### config.mk
export PLATFORM = sky130hd
export DESIGN_NAME = amht_core
export DESIGN_NICKNAME = d
export VERILOG_FILES = /design/src/core/amht_pkg.sv /design/src/core/amht_core.sv
export SDC_FILE = /design/constraint.sdc
export NUM_CORES = 1
export LEC_CHECK = 0
export ABC_AREA = 1
export BUFFER_PORTS_ARGS = -buffer_cell sky130_fd_sc_hd__buf_2
export CAP_MARGIN = 20
export CORE_UTILIZATION = 45
export CTS_CLUSTER_SIZE = 30
export DETAILED_ROUTE_END_ITERATION = 8
export HOLD_SLACK_MARGIN = 0.05
export SLEW_MARGIN = 20
export SYNTH_ARGS = -nofsm -noshare
export SYNTH_HDL_FRONTEND = slang
export SYNTH_SLANG_ARGS = --single-unit
export TNS_END_PERCENT = 5
### constraint.sdc
create_clock -name i_mclk -period 2.32 [get_ports i_mclk]
set_input_delay 0.232 -clock i_mclk [delete_from_list [all_inputs] [get_ports i_mclk]]
set_output_delay 0.232 -clock i_mclk [all_outputs]
set_load 0.05 [all_outputs]
### src/core/amht_pkg.sv
/*
  constants for the alert mask and processor-hot timer block: register
  offsets, field positions, reset values and timing figures.
  assumes a 10 MHz core clock and an 8-bit register address/data path.
*/
package amht_pkg;

  // register address and data widths
  localparam int unsigned ADDR_W = 8;
  localparam int unsigned DATA_W = 8;

  // register offsets
  localparam logic [7:0] OFS_HOT_TIMER  = 8'h0f;
  localparam logic [7:0] OFS_STATUS_ONE = 8'h10;
  localparam logic [7:0] OFS_STATUS_TWO = 8'h11;
  localparam logic [7:0] OFS_MASK_ONE   = 8'h12;
  localparam logic [7:0] OFS_MASK_TWO   = 8'h13;
  localparam logic [7:0] OFS_HOT_LIMIT  = 8'h1e;

  // reset values
  localparam logic [7:0] RST_MASK   = 8'h00;
  localparam logic [7:0] RST_LIMIT  = 8'h00;
  localparam logic [7:0] RST_TIMER  = 8'h00;
  localparam logic [7:0] RST_STATUS = 8'h00;
  localparam logic [7:0] RD_UNMAPPED = 8'h00;

  // status/mask one field positions
  localparam int unsigned B1_SUMMARY     = 7;  // second_status_summary
  localparam int unsigned B1_INPUT_ONE   = 6;  // input_one_or_diode_two
  localparam int unsigned B1_INPUT_TWO   = 5;  // input_two
  localparam int unsigned B1_SUPPLY      = 4;
  localparam int unsigned B1_REMOTE_ONE  = 3;  // remote_temp_one
  localparam int unsigned B1_ON_DIE      = 2;  // on_die_temp
  localparam int unsigned B1_COOLER_ONE  = 1;  // cooler_one_slow
  localparam int unsigned B1_COOLER_TWO  = 0;  // cooler_two_slow
  localparam int unsigned SRC1_W         = 7;  // sources below the summary bit

  // status/mask two field positions
  localparam int unsigned B2_OVERHEAT_LIMIT_B     = 5;  // thermistor_b_fault
  localparam int unsigned B2_OVERHEAT_LIMIT_A     = 4;  // thermistor_a_fault
  localparam int unsigned B2_DIODE_ONE   = 3;  // diode_one_fault
  localparam int unsigned B2_DIODE_TWO   = 2;  // diode_two_fault
  localparam int unsigned B2_HOT_TIME    = 1;  // hot_time_exceeded
  localparam int unsigned B2_OVERTEMP    = 0;  // overtemp_limit_flag
  localparam int unsigned SRC2_W         = 6;

  // timer values
  localparam logic [7:0] TMR_FIRST = 8'h01;
  localparam logic [7:0] TMR_FULL  = 8'hff;

  // timing figures
  localparam int unsigned CLK_HZ        = 10_000_000;
  localparam int unsigned HOT_FIRST_MS  = 50;   // first step past the assertion bit
  localparam int unsigned HOT_STEP_MS   = 25;   // weight of one count after that
  localparam int unsigned HOT_FIRST_CYC = HOT_FIRST_MS * (CLK_HZ / 1000);
  localparam int unsigned HOT_STEP_CYC  = HOT_STEP_MS * (CLK_HZ / 1000);
  localparam int unsigned CNT_W         = 20;   // holds up to the first-step count

endpackage : amht_pkg

### src/core/amht_core.sv
/*
  alert mask and processor-hot timer: sticky status registers, two mask
  registers, the active-low alert output and the cumulative hot timer
  with its limit compare.
  assumes a serial bus engine that hands one-cycle read and write strobes
  with an 8-bit address, and limit comparators that present level flags
  on the core clock. the hot input arrives asynchronously from a pin.
  the timer steps are counted in core-clock cycles, so both step
  parameters must be rescaled if the core clock changes; the later step
  weight is taken as 25 ms. each strobe must be a one-cycle pulse, since
  every read cycle counts as one clear-on-read. the alert pin is
  registered and trails its status bit by one cycle.
*/
// Summary of operation
// - out-of-limit sets a sticky status bit, cleared by status read after condition clears, or for hot time by timer read
// - alert stays low while unmasked source out of limit, until status read
// - mask bit blocks alert only; status bit still sets normally
// - mask one bits: summary, input one, input two, supply, remote, die, coolers
// - mask two bits: thermistors, diodes, hot-time limit, overtemperature
// - hot timer runs while input asserted, pauses otherwise, accumulates
// - eight-bit hot timer saturates at full scale until read
// - bit0 on first assertion; past 50 ms becomes two, then counts steps
// - reading hot timer returns count then clears it
// - hot timer read clears hot-time-exceeded status bit
// - read during assertion restarts at one; limit zero sets flag again
// - timer strictly above limit sets hot flag and alert unless masked
// - limit zero alerts on first assertion, limit one after 50 ms
// - eight-bit limit spans first assertion to about 6.4 seconds
// - status one bit7 reads one whenever any status two bit set
// - status two bit1 is hot-time exceeded, bit0 overtemperature
`timescale 1ns/1ns

module amht_core #(
  parameter int unsigned P_FIRST_CYC = amht_pkg::HOT_FIRST_CYC,
  parameter int unsigned P_STEP_CYC  = amht_pkg::HOT_STEP_CYC
) (
  // clock and reset
  input  wire logic                          i_mclk,
  input  wire logic                          i_nrst,
  // register access from the serial bus engine
  input  wire logic [amht_pkg::ADDR_W-1:0]   i_reg_addr,
  input  wire logic                          i_reg_wr,
  input  wire logic                          i_reg_rd,
  input  wire logic [amht_pkg::DATA_W-1:0]   i_reg_wdata,
  output logic      [amht_pkg::DATA_W-1:0]   o_reg_rdata,
  // out-of-limit levels from the comparators
  input  wire logic [amht_pkg::SRC1_W-1:0]   i_limit_one,
  input  wire logic [amht_pkg::SRC2_W-1:0]   i_limit_two,
  // processor hot pin, active low
  input  wire logic                          i_cpu_overheat_in_n,
  // alert pin, active low
  output logic                               o_alert_n
);

  // synchroniser, filtered level and timer state
  logic [2:0]                        hot_sync_reg;
  logic                              hot_lvl_reg;
  logic [amht_pkg::CNT_W-1:0]        sub_cnt_reg;
  logic [amht_pkg::CNT_W-1:0]        sub_cnt_next;
  logic [7:0]                        timer_reg;
  logic [7:0]                        timer_next;
  logic [7:0]                        limit_reg;
  logic [7:0]                        mask_one_reg;
  logic [7:0]                        mask_two_reg;
  logic [amht_pkg::SRC1_W-1:0]       stat_one_reg;
  logic [amht_pkg::SRC2_W-1:0]       stat_two_reg;
  logic [amht_pkg::SRC2_W-1:0]       src_two;
  logic [amht_pkg::CNT_W-1:0]        step_thr;
  logic                              summary;
  logic                              hot_over;
  // decoded register strobes
  logic                              rd_timer;
  logic                              rd_stat_one;
  logic                              rd_stat_two;
  logic                              wr_mask_one;
  logic                              wr_mask_two;
  logic                              wr_limit;
  // per-bit next values and alert gating
  logic [amht_pkg::SRC1_W-1:0]       stat_one_next;
  logic [amht_pkg::SRC2_W-1:0]       stat_two_next;
  logic [amht_pkg::SRC1_W-1:0]       pend_one;
  logic [amht_pkg::SRC2_W-1:0]       pend_two;
  logic                              alert_one;
  logic                              alert_two;

  // register access decode
  // writes to read-only or unmapped offsets decode to nothing
  assign rd_timer    = i_reg_rd && (i_reg_addr == amht_pkg::OFS_HOT_TIMER);
  assign rd_stat_one = i_reg_rd && (i_reg_addr == amht_pkg::OFS_STATUS_ONE);
  assign rd_stat_two = i_reg_rd && (i_reg_addr == amht_pkg::OFS_STATUS_TWO);
  assign wr_mask_one = i_reg_wr && (i_reg_addr == amht_pkg::OFS_MASK_ONE);
  assign wr_mask_two = i_reg_wr && (i_reg_addr == amht_pkg::OFS_MASK_TWO);
  assign wr_limit    = i_reg_wr && (i_reg_addr == amht_pkg::OFS_HOT_LIMIT);

  // three-stage synchroniser on the hot pin, inverted to active high
  // stage one may go metastable, so only stage two ever reads it
  always_ff @(posedge i_mclk or negedge i_nrst)
  begin
    if (!i_nrst)
    begin
      hot_sync_reg <= 3'h0;
    end
    else
    begin
      hot_sync_reg <= {hot_sync_reg[1:0], ~i_cpu_overheat_in_n};
    end
  end

  // level only moves once stages two and three agree, filtering one-cycle glitches
  // so a one-cycle pin pulse never reaches the timer
  always_ff @(posedge i_mclk or negedge i_nrst)
  begin
    if (!i_nrst)
    begin
      hot_lvl_reg <= 1'b0;
    end
    else if (hot_sync_reg[1] == hot_sync_reg[2])
    begin
      hot_lvl_reg <= hot_sync_reg[2];
    end
  end

  // prescaler length depends on whether the first 50 ms step is still pending
  // the first step is the long one, so the count lands on two at 50 ms
  assign step_thr = (timer_reg == amht_pkg::TMR_FIRST) ?
                    amht_pkg::CNT_W'(P_FIRST_CYC) : amht_pkg::CNT_W'(P_STEP_CYC);

  // timer next state: read clears, else accumulate while asserted
  // the prescaler is kept over a negation, so partial steps carry over
  always_comb
  begin
    timer_next   = timer_reg;
    sub_cnt_next = sub_cnt_reg;
    if (rd_timer)
    begin
      // a read during assertion restarts at one and counts on from zero
      // the prescaler restarts too, so the next step is a full 50 ms
      timer_next   = hot_lvl_reg ? amht_pkg::TMR_FIRST : amht_pkg::RST_TIMER;
      sub_cnt_next = '0;
    end
    else if (hot_lvl_reg)
    begin
      if (timer_reg == amht_pkg::RST_TIMER)
      begin
        timer_next   = amht_pkg::TMR_FIRST;
        sub_cnt_next = '0;
      end
      // full scale holds until a read; the prescaler freezes with it
      else if (timer_reg != amht_pkg::TMR_FULL)
      begin
        if (sub_cnt_reg == step_thr - amht_pkg::CNT_W'(1))
        begin
          // one becomes two (bit1 set, bit0 cleared), then plain counting
          timer_next   = timer_reg + 8'h01;
          sub_cnt_next = '0;
        end
        else
        begin
          sub_cnt_next = sub_cnt_reg + amht_pkg::CNT_W'(1);
        end
      end
    end
    // negated input: both counters simply hold, so time accumulates
  end

  // timer and prescaler registers
  // both clear on reset only; reads act through the next-state logic
  always_ff @(posedge i_mclk or negedge i_nrst)
  begin
    if (!i_nrst)
    begin
      timer_reg   <= amht_pkg::RST_TIMER;
      sub_cnt_reg <= '0;
    end
    else
    begin
      timer_reg   <= timer_next;
      sub_cnt_reg <= sub_cnt_next;
    end
  end

  // host-written limit and masks
  // a new limit acts on the next compare, no re-arming needed
  always_ff @(posedge i_mclk or negedge i_nrst)
  begin
    if (!i_nrst)
    begin
      limit_reg    <= amht_pkg::RST_LIMIT;
      mask_one_reg <= amht_pkg::RST_MASK;
      mask_two_reg <= amht_pkg::RST_MASK;
    end
    else
    begin
      if (wr_limit)
      begin
        limit_reg <= i_reg_wdata;
      end
      if (wr_mask_one)
      begin
        mask_one_reg <= i_reg_wdata;
      end
      if (wr_mask_two)
      begin
        // upper two bits have no source, kept at zero
        mask_two_reg <= {2'b00, i_reg_wdata[amht_pkg::SRC2_W-1:0]};
      end
    end
  end

  // strict compare: limit zero fires at count one, limit one past 50 ms
  // the compare is live, so lowering the limit can raise the flag at once
  assign hot_over = (timer_reg > limit_reg);

  // second-register sources, hot-time bit fed internally
  always_comb
  begin
    src_two                        = i_limit_two;
    src_two[amht_pkg::B2_HOT_TIME] = hot_over;
  end

  // sticky status one, one gate per source: a read reloads the live level,
  // so set wins and a read clears only bits whose source is gone
  generate
    for (genvar gi = 0; gi < amht_pkg::SRC1_W; gi++)
    begin : g_stat_one
      assign stat_one_next[gi] = rd_stat_one ? i_limit_one[gi] :
                                 (stat_one_reg[gi] | i_limit_one[gi]);
    end
  endgenerate

  // status one register
  always_ff @(posedge i_mclk or negedge i_nrst)
  begin
    if (!i_nrst)
    begin
      stat_one_reg <= amht_pkg::RST_STATUS[amht_pkg::SRC1_W-1:0];
    end
    else
    begin
      stat_one_reg <= stat_one_next;
    end
  end

  // sticky status two, one gate per source; a timer read clears the
  // hot-time bit outright, since the compare still sees the old count
  // this cycle, so the clear must win; a limit of zero under assertion
  // sets the bit again one cycle later
  generate
    for (genvar gj = 0; gj < amht_pkg::SRC2_W; gj++)
    begin : g_stat_two
      if (gj == amht_pkg::B2_HOT_TIME)
      begin : g_hot
        assign stat_two_next[gj] = rd_timer    ? 1'b0 :
                                   rd_stat_two ? src_two[gj] :
                                   (stat_two_reg[gj] | src_two[gj]);
      end
      else
      begin : g_src
        assign stat_two_next[gj] = rd_stat_two ? src_two[gj] :
                                   (stat_two_reg[gj] | src_two[gj]);
      end
    end
  endgenerate

  // status two register
  always_ff @(posedge i_mclk or negedge i_nrst)
  begin
    if (!i_nrst)
    begin
      stat_two_reg <= amht_pkg::RST_STATUS[amht_pkg::SRC2_W-1:0];
    end
    else
    begin
      stat_two_reg <= stat_two_next;
    end
  end

  // summary bit is live, not stored,
  // so it drops as soon as status two is read clean
  assign summary = |stat_two_reg;

  // unmasked pending sources of status one; a mask stops only the alert
  generate
    for (genvar gk = 0; gk < amht_pkg::SRC1_W; gk++)
    begin : g_pend_one
      assign pend_one[gk] = stat_one_reg[gk] & ~mask_one_reg[gk];
    end
  endgenerate

  // unmasked pending sources of status two
  generate
    for (genvar gm = 0; gm < amht_pkg::SRC2_W; gm++)
    begin : g_pend_two
      assign pend_two[gm] = stat_two_reg[gm] & ~mask_two_reg[gm];
    end
  endgenerate

  // second register reaches the pin only through the summary mask
  assign alert_one = |pend_one;
  assign alert_two = ~mask_one_reg[amht_pkg::B1_SUMMARY] && (|pend_two);

  // alert pin, registered so it cannot glitch on the board
  // the extra cycle of latency is the price of a clean edge
  always_ff @(posedge i_mclk or negedge i_nrst)
  begin
    if (!i_nrst)
    begin
      o_alert_n <= 1'b1;
    end
    else
    begin
      o_alert_n <= ~(alert_one | alert_two);
    end
  end

  // read data captured on the strobe, before any clear-on-read takes effect
  // unmapped offsets read as zero
  always_ff @(posedge i_mclk or negedge i_nrst)
  begin
    if (!i_nrst)
    begin
      o_reg_rdata <= amht_pkg::RD_UNMAPPED;
    end
    else if (i_reg_rd)
    begin
      case (i_reg_addr)
        amht_pkg::OFS_HOT_TIMER:  o_reg_rdata <= timer_reg;
        amht_pkg::OFS_STATUS_ONE: o_reg_rdata <= {summary, stat_one_reg};
        amht_pkg::OFS_STATUS_TWO: o_reg_rdata <= {2'b00, stat_two_reg};
        amht_pkg::OFS_MASK_ONE:   o_reg_rdata <= mask_one_reg;
        amht_pkg::OFS_MASK_TWO:   o_reg_rdata <= mask_two_reg;
        amht_pkg::OFS_HOT_LIMIT:  o_reg_rdata <= limit_reg;
        default:                  o_reg_rdata <= amht_pkg::RD_UNMAPPED;
      endcase
    end
  end

endmodule : amht_core

# Word-level counts from Yosys, hierarchy flattened
# Index checks and enable logic that the tools add are counted.
[word_totals]
ff_bits = 76
input_bits = 34
output_inout_bits = 9
elab_cells = 111
[op_classes]
n_addsub = 3
magnitude_cmp = 1
n_eq_ne = 10
n_mux = 27
n_bitwise = 43
reduce_logical = 16
[op_table]
columns = ["op", "n"]
rows = [
  ["two-way mux 20 bit", 5],
  ["case mux 8 bit (6 select lines)", 1],
  ["== test 8 x 5 -> 1 bit, second input constant", 5],
  ["two-way mux 8 bit", 5],
  ["adder 20 x 1 -> 20 bit, second input constant", 1],
  ["== test 20 bit", 1],
  ["subtractor 19 x 1 -> 20 bit, second input constant", 1],
  ["two-way mux 19 bit", 1],
  ["inverter 1 bit", 16],
  ["two-way mux 1 bit", 15],
  ["OR 1 bit", 14],
  ["bitwise AND 1 bit", 13],
  ["OR reduction 6 bit", 2],
  ["adder 8 x 1 -> 8 bit, second input constant", 1],
  ["== test 8 x 1 -> 1 bit, second input constant", 1],
  ["== test 8 x 4 -> 1 bit, second input constant", 1],
  ["greater-than comparator 8 bit", 1],
  ["zero test 8 bit", 1],
  ["!= test 8 bit, second input constant", 1],
  ["logical AND 1 bit", 7],
  ["OR reduction 7 bit", 1],
  ["nonzero test 3 bit", 2],
  ["AND reduction 3 bit", 1],
  ["AND reduction 2 bit", 1],
  ["2 further kinds", 2],
]

# Logic depth before layout (Yosys ltp)
# Gate-level depths: netlist of run 1.
[logic_depth]
word_depth = 9
ltp_mapped = 12
depth_no_buf = 11

# Worst setup path after synthesis of run 1
# OpenSTA, ideal clock, no wires.
[synth_path]
path_kind = "register -> register"
from = "register sub_cnt_reg[0] in the netlist's numbering"
to = "register timer_reg[4]"
setup_time_ps = 117
arrival_time_ps = 1511
required_ps = 2203
slack_ps = 692
path_stages_with_launch = 12
path_buffers = 1
period_less_slack_ps = 1628
path_cell_list = "dfrtp_1 -> ha_1 -> nand3_1 -> nor2_1 -> nand2_1 -> nor2_2 -> nand3_2 -> nand2_4 -> nand2_4 -> buf_6 -> nand2_1 -> nand2_1"
[synth_between]
elab_chain_cells = 3
[synth_rtl]
columns = ["item", "line", "rtl"]
rows = [
  ["start, declared", "amht_core.sv:58", "logic [amht_pkg::CNT_W-1:0] sub_cnt_reg;"],
  ["start signal, assigned", "amht_core.sv:178", "sub_cnt_reg <= sub_cnt_next;"],
  ["== test 20 bit", "amht_core.sv:151", "if (sub_cnt_reg == step_thr - amht_pkg::CNT_W'(1))"],
  ["nonzero test 3 bit (no source line)", "--", ""],
  ["AND reduction 3 bit (no source line)", "--", ""],
  ["end signal, assigned", "amht_core.sv:172", "timer_reg <= amht_pkg::RST_TIMER;"],
  ["end signal, assigned", "amht_core.sv:177", "timer_reg <= timer_next;"],
  ["end, declared", "amht_core.sv:60", "logic [7:0] timer_reg;"],
]
# No other way between the ends.
# A chain may end at the register's enable or synchronous reset.

# Worst setup path after layout of run 1
[layout_path]
from = "register timer_reg[0]"
to = "register timer_reg[7]"
[layout_between]
elab_chain_cells = 6
word_cells_on_any_way = 15
cone_classes = "add/sub: 2; eq/ne: 3; mux: 6; reduce/logical: 4"
[layout_rtl]
columns = ["item", "line"]
rows = [
  ["== test 8 x 1 -> 1 bit / adder 8 x 1 -> 8 bit (equally long branches)", "amht_core.sv:125, amht_core.sv:154"],
  ["two-way mux 19 bit / two-way mux 8 bit (equally long branches)", "amht_core.sv:125, amht_core.sv:151"],
  ["subtractor 19 x 1 -> 20 bit / two-way mux 8 bit (equally long branches)", "amht_core.sv:151, amht_core.sv:149"],
  ["== test 20 bit / two-way mux 8 bit (equally long branches)", "amht_core.sv:151, amht_core.sv:143"],
  ["nonzero test 3 bit (no source line) / two-way mux 8 bit (equally long branches)", "--"],
  ["AND reduction 3 bit (no source line) / two-way mux 8 bit (equally long branches)", "--"],
]
# Parallel ways exist; a longest one is shown, timed or not. The select of a mux whose other input is x is not followed.

==> results of run 1 <==
synth_stat cells:
cell type | n | area [um^2]
sky130_fd_sc_hd__a21boi_0 | 1 | 7.51
sky130_fd_sc_hd__a21oi_1 | 7 | 35.0
sky130_fd_sc_hd__a31o_2 | 1 | 8.76
sky130_fd_sc_hd__buf_2 | 5 | 25.0
sky130_fd_sc_hd__buf_4 | 2 | 15.0
sky130_fd_sc_hd__buf_6 | 3 | 33.8
sky130_fd_sc_hd__clkbuf_1 | 3 | 11.3
sky130_fd_sc_hd__clkinv_1 | 2 | 7.51
sky130_fd_sc_hd__dfrtp_1 | 75 | 1880
sky130_fd_sc_hd__dfstp_2 | 1 | 26.3
sky130_fd_sc_hd__ha_1 | 12 | 150
sky130_fd_sc_hd__inv_1 | 78 | 293
sky130_fd_sc_hd__inv_2 | 1 | 3.75
sky130_fd_sc_hd__inv_4 | 1 | 6.26
sky130_fd_sc_hd__maj3_1 | 1 | 10.0
sky130_fd_sc_hd__nand2_1 | 154 | 578
sky130_fd_sc_hd__nand2_2 | 2 | 12.5
sky130_fd_sc_hd__nand2_4 | 2 | 22.5
sky130_fd_sc_hd__nand3_1 | 37 | 185
sky130_fd_sc_hd__nand3_2 | 4 | 40.0
sky130_fd_sc_hd__nand3b_1 | 6 | 45.0
sky130_fd_sc_hd__nand4_1 | 15 | 93.8
sky130_fd_sc_hd__nand4_2 | 1 | 12.5
sky130_fd_sc_hd__nor2_1 | 67 | 251
sky130_fd_sc_hd__nor2_2 | 6 | 37.5
sky130_fd_sc_hd__nor2_4 | 1 | 11.3
sky130_fd_sc_hd__nor3_1 | 12 | 60.1
sky130_fd_sc_hd__o21a_1 | 2 | 15.0
sky130_fd_sc_hd__o21ai_0 | 32 | 160
sky130_fd_sc_hd__o21ai_1 | 17 | 85.1
sky130_fd_sc_hd__o21bai_1 | 12 | 90.1
sky130_fd_sc_hd__o221ai_1 | 1 | 8.76
sky130_fd_sc_hd__o22ai_1 | 12 | 75.1
sky130_fd_sc_hd__or2_1 | 1 | 6.26
sky130_fd_sc_hd__or2_2 | 1 | 6.26
sky130_fd_sc_hd__xnor2_1 | 2 | 17.5
sky130_fd_sc_hd__xor2_1 | 4 | 35.0
layer usage:
layer	global-route usage [%]	vias to the layer above	part of all wire, %
met5	0	-	0
li1	-	1984	-
met3	2.92	12	4.1
met1	36.2	1851	54
met2	33.0	98	41
met4	7.92	0	1.3
repair_timing:
action,CTS,global route
hold buffers,1,1
resized for setup,0,0
setup buffers,0,0
hold endpoints to repair,1,75
power breakdown:
| part | internal [W] | switching [W] | leakage (nW) |
|---|---|---|---|
| clock network | 0.000534 | 0.000545 | 0.0991 |
| logic | 0.000131 | 0.000252 | 1.56 |
| registers | 0.00141 | 0.0000793 | 0.909 |
| total | 0.00207 | 0.000877 | 2.57 |
cell families after synthesis:
| group | after synthesis |
|---|---|
| buffers and inverters | 95 |
| DFF | 76 |
| and+or+nand+nor | 309 |
| AOI/OAI and AO/OA | 85 |
| adders and majority gates | 13 |
| xor gates and xnor gates | 6 |
final cells by class:
| class | instances | share of cell area [%] |
|---|---|---|
| Clock inverter | 6 | 1.45 |
| Clock buffer | 10 | 2.80 |
| Inverter | 82 | 6.31 |
| Multi-Input combinational cell | 413 | 42.0 |
| Timing Repair Buffer | 48 | 5.47 |
| Tap cell | 129 | 3.28 |
| Sequential cell | 76 | 38.7 |
metrics by stage:
stage | worst slack (ns) | cell area, um^2 | instances
4_1_cts | 0.285 | 4900 | 763
6_report | 0.290 | 4920 | 764
5_1_grt | 0.149 | 4920 | 764
3_3_place_gp | 0.320 | 4690 | 746
2_1_floorplan | 0.692 | 4360 | 584
3_5_place_dp | 0.281 | 4690 | 746
path summary, 6_finish.rpt:
check / to / from / slack, ns / cells past startpoint
setup / recovery: timer_reg[7]$_DFFE_PN0P_ / timer_reg[0]$_DFFE_PN0P_ / 0.29 / 9
hold / removal: stat_two_reg[3]$_DFF_PN0_ / i_limit_two[3] / 0.06 / 2
setup reg to reg: timer_reg[7]$_DFFE_PN0P_ / timer_reg[0]$_DFFE_PN0P_ / 0.29 / 9
hold reg to reg: hot_sync_reg[1]$_DFF_PN0_ / hot_sync_reg[0]$_DFF_PN0_ / 0.36 / 0
max in group asynchronous: mask_one_reg[0]$_DFFE_PN0P_ / i_nrst / 1.38 / 2
min in group asynchronous: sub_cnt_reg[9]$_DFFE_PN0P_ / i_nrst / 0.46 / 2
==> metrics list, run 1 <==
* Unrepaired setup endpoints after global routing: false
* Core Util, Final: 52.7%
* Antenna-violating nets left: 0
* Highest-delay cell along the critical path: sky130_fd_sc_hd__dfrtp_1
* Final setup violation count: 0
- Root buffer selected by CTS: sky130_fd_sc_hd__clkbuf_8
* Total area of sequential cells: roughly 1900 um^2
* TritonCTS Sinks: 76
- Power density cells: 600 nW/um^2
* Max Cap Violations: 0
* Cells along the critical path: inv_1, ha_1, nand4_2, nand3_2, nand2_2, inv_4, nand2_4, nand2_1, nand2_1
- Number of search-and-repair iterations in the first detailed-routing pass: 5
- Summing the areas of all fa, ha and maj instances in the mapped netlist gives about 3.7% of the synthesized area.
- STA classifies the critical path startpoint as a flop.
* Data arrival time of the worst path: 2.28 ns
* Worst Path Class, Setup: reg2reg
- Setup TNS Final: 0 ns
- Timing-limited maximum frequency: 0.493 GHz
- Simple-gate portion of the synthesized area: 31.3%
* Cell type with the highest occurrence count on the critical path: sky130_fd_sc_hd__nand2_1
* Synth-to-layout area growth: 12.8%
- Post-synth net total: 630
- Global routing consumed, over all layers together, between 20% and 30% of the routing resources.
* Total via count in the routed design: 3945
- Detailed-placement wirelength estimate: 7960 um
- Setup skew after layout: 0.00936 ns
- The clock reaches the later pin of the worst-skew pair after 0.36 ns.
- Number of clock buffers inserted by TritonCTS: 9
- After clock tree synthesis, the clock-pin slew on the worst setup and hold paths is 0.09 ns.
* Normalized max-slew margin: 53.4%
- Synthesis produced a netlist whose cell count is roughly 580.
- The worst path in the final design needs a cycle of 2.03 ns, including I/O delays and setup.
- Std-Cell Rows: 35
* Number of failing hold endpoints at the final stage: 0
- Summing the areas of all xor and xnor instances in the mapped netlist gives 1.21% of the synthesized area.
- Combinational family with the most area after synthesis: simple AND/OR/NAND/NOR gates
- Level count of the clock H-tree: 3
* Post-synthesis sequential area ratio: 43.7%
- Summing the areas of all compound-gate instances in the mapped netlist gives 11.1% of the synthesized area.
- Share of cells above drive strength 1: 13.2%
* Maximum number of pins on one net before global-route repair: 77
- In this run, the number of DRC markers left after iteration 0 of detailed routing was 237.
- In this design, the stage delay of the slowest critical-path cell is 0.46 ns.
- Initial core utilization: approximately 47%
- Data on the critical path is required at its endpoint by 2.57 ns.
- Multi-input gate area: roughly 2100 um^2
- The worst-case IR drop observed on VDD is 338 uV.
- Die ar.: ~10000 um^2
- Synthesis inferred 76 register bits.
- Highest-count cells in the layout ignoring fill and taps: sky130_fd_sc_hd__nand2_1, sky130_fd_sc_hd__inv_1, sky130_fd_sc_hd__dfrtp_1
- Counting both buffers and inverters, the worst setup path holds a total of 2.
- Global-route congestion overflow total: 0
- The number of antenna violations at the first check in global routing came to 0.
- Largest delay share family, worst path: simple AND/OR/NAND/NOR gates
* Placer's final routability congestion estimate: approximately 0.9
- Commonest non-fill, non-tap cell in the layout: sky130_fd_sc_hd__nand2_1
- Post-synthesis instance area: 4360 um^2
* First-pass GRT wire length: 18100 um
* Count of boundary I/O pins: 43
- Die height: about 100 um
* Crit share post-route: 87.5%
- Total power for the finished layout comes to 0.00295 W.
- Final wirelength: 10800 um
- Vias per inst: 5.16
- The total count of max-transition violations in the final report is 0.
- Average wire per standard cell: 14.1 um
- For this run, design rule violations remaining after detail routing come to 0.
- Endpoint kind of the worst setup timing path: flop
- Distinct cell type count after synthesis: 37
- Synthesized area per cell: 7.46 um^2
* Crit path max fanout: 22
- Hold slack final: 0.0616 ns
- The via count of the first global-routing pass was 3630.
* Ant diodes: 0
- Result of the run: finished clean
* Multiplexer share of the synthesized area: 0%
- At the end of the flow, the number of nets in the layout was 676.
- Yosys warning count: 0
- Core region area: 9330 um^2
- Max FFs per register: 20
- TritonCTS built the clock tree.
- Buffers placed on the I/O ports in this run total between 40 and 50.
- Chip width: roughly 100 um
- Clock Path Buffers: 2
- The analysis attributes to cell leakage a power of between 2 and 3 nW.
- For the pin with the worst max-slew slack, the measured transition is around 0.7 ns.
- The layout has 930 filler cells.
* Worst hold path class: in2reg
Power figures use the tool's default switching activity.
==> inputs of run 2 (changes only) <==
CORE_UTILIZATION = 40   (was 45)
==> metrics list, run 2 (synthesized netlist as in run 1, its figures left out) <==
* Maximum single-stage delay on the critical path: 0.39 ns (-0.07 ns)
- The maximum fanout along the worst path was 22 (unchanged).
- Synth-to-layout area growth: 13.7%
- The number of hold-slack violations in the final timing report came to 0 (unchanged).
* First-iteration detailed-routing DRC count: 302 (+27%)
- Number of search-and-repair iterations in the first detailed-routing pass: 5 (unchanged)
- Clock latency at the later pin of the worst-skew pair: 0.36 ns (about the same)
- Timing-limited maximum frequency: 0.503 GHz (+2.2%)
* Nets@finish: 676 (unchanged)
* Highest-count cells in the layout ignoring fill and taps: sky130_fd_sc_hd__nand2_1, sky130_fd_sc_hd__inv_1, sky130_fd_sc_hd__dfrtp_1
* Final worst path period need: 1.99 ns (-0.0428 ns)
- The initial standard-cell utilization of the core was 41.7% (-5.1 points).
- The die area is 11300 um^2 (+12%).
* Number of max-slew violations in the final report: 0 (unchanged)
- Crit path launch type: flop
- TritonCTS Sinks: 76 (unchanged)
- Overall Global Routing Usage: 20.1% (-3.2 points)
* Data arrival time of the worst path: 2.23 ns (-0.05 ns)
- Crit share post-route: 85.6% (-1.8 points)
- TritonCTS built the clock tree.
* Worst hold path class: in2reg
- Total leakage power: 2.59 nW (+0.64%)
- Final wirelength: 10500 um (-3.2%)
- The detail-routed via count per cell is 5.10 (-1.2%).
- Commonest non-fill, non-tap cell in the layout: sky130_fd_sc_hd__nand2_1
* Core region area: 10500 um^2 (+12%)
* Result of the run: finished clean
- Setup skew after layout: 0.0178 ns (+0.00842 ns)
* Worst-margin pin slew: 0.518 ns (-0.182 ns)
- Hold slack final: 0.0661 ns (+0.00449 ns)
* Maximum number of pins on one net before global-route repair: 43 (-44%)
- Final setup violation count: 0 (unchanged)
- Clock Path Buffers: 2 (unchanged)
- Die height: 106 um (+6.0%)
- The I/O pin total is 43 (unchanged).
- Setup repair after global routing left no endpoint under its margin.
- The width of the chip is 106 um (+6.0%).
- Antenna-violating nets left: 0 (unchanged)
* Average wire per standard cell: 13.6 um (-4.0%)
- Number of DRC violations after detailed routing: 0 (unchanged)
- The power density over the cells is 615 nW/um^2 (+2.6%).
- The relative slew slack came to 65.5% (+12 points).
- The number of antenna violations at the first check in global routing was 0 (unchanged).
- The global-route wire length before repair came to 17700 um (-1.9%).
* Clock-pin slew of the registers on the worst-case setup and hold paths: 0.09 ns (about the same)
- Endpoint kind of the worst setup timing path: flop
- Cells along the critical path: ha_1, nand3_1, nor2_1, nand2_1, nor2_2, nand3_2, nand2_4, nand2_4, nand2_1, nor2_1
- Worst Path Class, Setup: reg2reg
* Ant diodes: 0 (unchanged)
- Highest-delay cell along the critical path: sky130_fd_sc_hd__dfrtp_1
* Worst EP required: 2.56 ns (about the same)
* Number of clock buffers inserted by TritonCTS: 9 (unchanged)
- The sum of negative setup slack was 0 ns (unchanged).
- Placer's final routability congestion estimate: 0.898 (about the same)
- CTS placed an instance of sky130_fd_sc_hd__clkbuf_8 at the clock tree root.
- The post-DP HPWL came to 7950 um (-0.12%).
* Share of cells above drive strength 1: 13.2% (unchanged)
* Setup Buffers After CTS: 0 (unchanged)
* Peak ir drop on the vdd network: 467 uV (+38%)
- Max FFs per register: 20 (unchanged)
* Global-route congestion overflow total: 0 (unchanged)
- The via count of the first global-routing pass was 3629 (-0.028%).
- The number of placement rows was 37 (+5.7%).
- The count of maximum capacitance violations came to 0 (unchanged).
- Level count of the clock H-tree: 3 (unchanged)
* Total via count in the routed design: 3932 (-0.33%)
* Number of buffers added on ports: 41 (unchanged)
## run 2: final cells by class
cell class | instances | area, um^2
fill | 1076 | 5510
multi-input combinational | 413 | 2070
sequential | 76 | 1900
inverter | 82 | 310
timing repair buffer | 48 | 278
tap | 136 | 170
clock buffer | 9 | 124
clock inverter | 7 | 105
## run 2: report_power, final
group	internal [W]	leakage [nW]	switching, W
logic	0.000134	1.56	0.000248
registers	0.00141	0.909	0.0000781
clock network	0.000625	0.113	0.000556
total	0.00217	2.59	0.000882
## run 2: critical path: cells and delay by family (launching register included)
kind | cells | cell delay (ns)
AND/OR/NAND/NOR | 9 | 1.18
adder cells (fa/ha/maj) | 1 | 0.30
flip-flops | 1 | 0.39
## run 2: per-stage QoR
stage | worst slack [ns] | total power, W | utilization (%) | instance area, um^2 | instances
after floorplan | 0.692 | 0.00174 | - | 4360 | 584
after global placement | 0.343 | 0.00188 | 45.0 | 4710 | 753
after detailed placement | 0.339 | 0.00189 | 45.0 | 4710 | 753
after CTS | 0.341 | 0.00308 | 47.4 | 4960 | 771
after global routing | 0.0827 | 0.00321 | 47.4 | 4960 | 771
final | 0.333 | 0.00305 | 47.4 | 4960 | 771
## run 2: repair_timing
item,4_1_cts,5_1_grt
hold endpoints to repair,34,0
setup endpoints to repair,0,0
hold buffers,2,0
resized for setup,0,0
## run 2: metal layers
layer	GRT usage [%]	part of all wire, %	wire [um]	up-vias
li1	-	-	-	1979
met1	30.5	49	5150	1822
met2	28.6	43	4490	117
met3	3.56	6.3	660	14
met4	6.25	1.6	165	0
met5	0	0	0	-
## run 2: worst paths after layout
path / from / to / slack [ns] / cells past startpoint
worst max-delay path: sub_cnt_reg[0]$_DFFE_PN0P_ / sub_cnt_reg[11]$_DFFE_PN0P_ / 0.33 / 10
worst min-delay path: i_limit_one[4] / stat_one_reg[4]$_DFF_PN0_ / 0.07 / 2
worst max register to register: sub_cnt_reg[0]$_DFFE_PN0P_ / sub_cnt_reg[11]$_DFFE_PN0P_ / 0.33 / 10
worst min register to register: hot_sync_reg[0]$_DFF_PN0_ / hot_sync_reg[1]$_DFF_PN0_ / 0.36 / 0
max in group asynchronous: i_nrst / limit_reg[3]$_DFFE_PN0P_ / 1.38 / 3
min in group asynchronous: i_nrst / sub_cnt_reg[17]$_DFFE_PN0P_ / 0.36 / 2
==> inputs of run 3 (changes only) <==
clock period = 2.25 ns   (was 2.32 ns; I/O delays follow)
==> metrics list, run 3 (synthesized netlist as in run 1, its figures left out) <==
- The width of the chip came to 106 um (unchanged).
- Post_cts resized: 0 (unchanged)
- Result of the run: finished clean
* Initial core utilization: 41.7% (unchanged)
* Final setup violation count: 0 (unchanged)
* Number of cells after detailed placement: 754 (+0.13%)
- The relative slew slack was 65.3% (-0.12 points).
- The root buffer cell chosen for the clock tree is sky130_fd_sc_hd__clkbuf_8.
* Number of antenna violations at the first check in global routing: 0 (unchanged)
- Detailed-placement wirelength estimate: 7930 um (-0.31%)
* Power density cells: 595 nW/um^2 (-3.3%)
* Ant diodes: 0 (unchanged)
* CTS tree: yes
- The number of clock buffers inserted by TritonCTS was 9 (unchanged).
- Core Util, Final: 47.8% (+0.43 points)
* Placer's final routability congestion estimate: 0.892 (-0.66%)
- The switching share of total power is 31.9% (+2.9 points).
* Number of failing hold endpoints at the final stage: 0 (unchanged)
- Total leakage power: 2.61 nW (+0.76%)
- Final wirelength: 10800 um (+3.3%)
* Worst hold path startpoint: i_limit_one[3]
- Data arrival time of the worst path: 2.24 ns (about the same)
* Worst Path Class, Setup: reg2reg
- Antenna-violating nets left: 0 (unchanged)
- The critical path starts at timer_reg[0]$_DFFE_PN0P_.
* Crit path launch type: flop
* Synth-to-layout area growth: 14.7%
- Die height: 106 um (unchanged)
* Level count of the clock H-tree: 3 (unchanged)
- Worst EP required: 2.50 ns (-0.06 ns)
* Internal Dissipation: 0.00203 W (-6.5%)
- The endpoint identified for the worst register-to-register timing path is timer_reg[3]$_DFFE_PN0P_.
- Overall power: 0.00297 W (-2.4%)
* Worst reg2reg startpoint: timer_reg[0]$_DFFE_PN0P_
- Std-Cell Rows: 37 (unchanged)
- Endpoint kind of the worst setup timing path: flop
* Hold slack final: 0.0746 ns (+0.00851 ns)
* Clock share of power: 34.8% (-3.9 points)
* Setup TNS Final: 0 ns (unchanged)
- Logic pwr share: 13.7% (+1.2 points)
- The count of input and output buffers is 41 (unchanged).
* Die ar.: 11300 um^2 (unchanged)
- The clock-pin slew of the registers on the worst-case setup and hold paths is 0.09 ns (about the same).
- Vias per inst: 5.03 (-1.3%)
- Number of global-route vias before repair: 3607 (-0.61%)
- Number of DRC violations after detailed routing: 0 (unchanged)
- Unrepaired setup endpoints after global routing: false
- Critical path destination: timer_reg[3]$_DFFE_PN0P_
* Peak ir drop on the vdd network: 329 uV (-30%)
- Total via count in the routed design: 3927 (-0.13%)
- First-pass GRT wire length: 18200 um (+2.5%)
- Worst-margin pin slew: 0.519 ns (+0.00176 ns)
* Max Cap Violations: 0 (unchanged)
* Crit share post-route: 88.0% (+2.4 points)
* Multi-input gate area: 2070 um^2 (unchanged)
- The per-cell routed wire length came to 13.9 um (+2.1%).
- In the layout the commonest cells are sky130_fd_sc_hd__nand2_1, sky130_fd_sc_hd__inv_1, sky130_fd_sc_hd__dfrtp_1.
- The final instance count without filler cells came to 780 (+1.2%).
- The initial DRC count was 289 (-4.3%).
* Max FFs per register: 20 (unchanged)
- The setup skew after layout is 0.0115 ns (-0.00629 ns).
- The maximum clock path buffer count is 2 (unchanged).
- The clock latency on the worst-skew pair is 0.37 ns (about the same).
- The setup slack of the most critical reg-to-reg path came to 0.27 ns (-0.06 ns).
- The largest net degree at the start of global routing is 43 (unchanged).
- The total count of max-transition violations in the final report came to 0 (unchanged).
- Core region area: 10500 um^2 (unchanged)
* Worst hold path class: in2reg
- Timing-limited maximum frequency: 0.505 GHz (+0.33%)
- The power spent charging and discharging nets was 0.000948 W (+7.5%).
- The share of final-layout standard cells stronger than drive strength 1 came to 13.2% (-0.030 points).
* Total area of sequential cells: 1900 um^2 (unchanged)
- The overflow left after global routing is 0 (unchanged).
- The library cell used most frequently in the layout, excluding fill and tap cells, is sky130_fd_sc_hd__nand2_1.
- Worst R2R Path Depth: 9 (-1)
* Nets@finish: 685 (+1.3%)
- The I/O pin total is 43 (unchanged).
- Crit path max fanout: 22 (unchanged)
- The clock period minus final worst setup slack is 1.98 ns (-0.00663 ns).
- The detailed-router iteration count before antenna repair is 5 (unchanged).
- TritonCTS Sinks: 76 (unchanged)
* Number of fill cells in the layout: 1070 (-0.56%)
- Overall Global Routing Usage: 20.6% (+0.52 points)
- Proportion of power drawn by flip-flops and latches: 51.5% (+2.8 points)
[run 3: critical path, cell delays in order (launching register included)]
cell and delay, ns:
sky130_fd_sc_hd__dfrtp_1 0.45, sky130_fd_sc_hd__inv_1 0.15, sky130_fd_sc_hd__ha_1 0.19, sky130_fd_sc_hd__nand4_2 0.19
sky130_fd_sc_hd__nand3_2 0.21, sky130_fd_sc_hd__nand2_2 0.09, sky130_fd_sc_hd__inv_4 0.20, sky130_fd_sc_hd__nand2_4 0.21
sky130_fd_sc_hd__nand2_1 0.11, sky130_fd_sc_hd__nand2_1 0.05
[run 3: worst min-delay path by stage]
stage / endpoint / slack (ns) / cells after the start
after floorplan: hot_lvl_reg$_DFFE_PN0N_ / -0.07 / 0
after global placement: sub_cnt_reg[17]$_DFFE_PN0P_ / 0.21 / 1
after detailed placement: sub_cnt_reg[17]$_DFFE_PN0P_ / 0.22 / 1
after CTS: stat_one_reg[3]$_DFF_PN0_ / 0.05 / 2
after global routing: stat_one_reg[3]$_DFF_PN0_ / 0.07 / 2
final: stat_one_reg[3]$_DFF_PN0_ / 0.07 / 2
[run 3: repair_timing]
item	in CTS	in global routing
hold buffers	10	0
setup buffers	0	0
endpoints found under the hold margin	42	0
endpoints found under the setup margin	0	0
[run 3: per-stage QoR]
stage / worst slack (ns) / area (um^2)
3_3_place_gp: 0.274 / 4710
2_1_floorplan: 0.622 / 4360
3_5_place_dp: 0.238 / 4710
5_1_grt: 0.0498 / 5000
6_report: 0.270 / 5000
4_1_cts: 0.246 / 5000
[run 3: final cells by class]
cell class	instances	area share, %
inverters	82	6.20
multi-input cells	413	41.3
well taps	136	3.40
clock inverters	7	1.25
repair buffers	57	7.31
flip-flops and latches	76	38.1
clock buffers	9	2.48
[run 3: power groups by stage]
stage / sequential (W) / combinational (W) / clock (W)
final: 0.00153 / 0.000408 / 0.00103
after global routing: 0.00155 / 0.000468 / 0.00112
after CTS: 0.00153 / 0.000409 / 0.00107
after detailed placement: 0.00156 / 0.000393 / 0
after global placement: 0.00156 / 0.000382 / 0
after floorplan: 0.00154 / 0.000258 / 0
[run 3: layer usage]
metal	track usage (%)	vias to the layer above	part of all wire, %
met4	6.45	0	1.5
met2	28.6	86	43
met5	0	-	0
li1	-	1989	-
met1	31.8	1838	51
met3	3.86	14	5.1
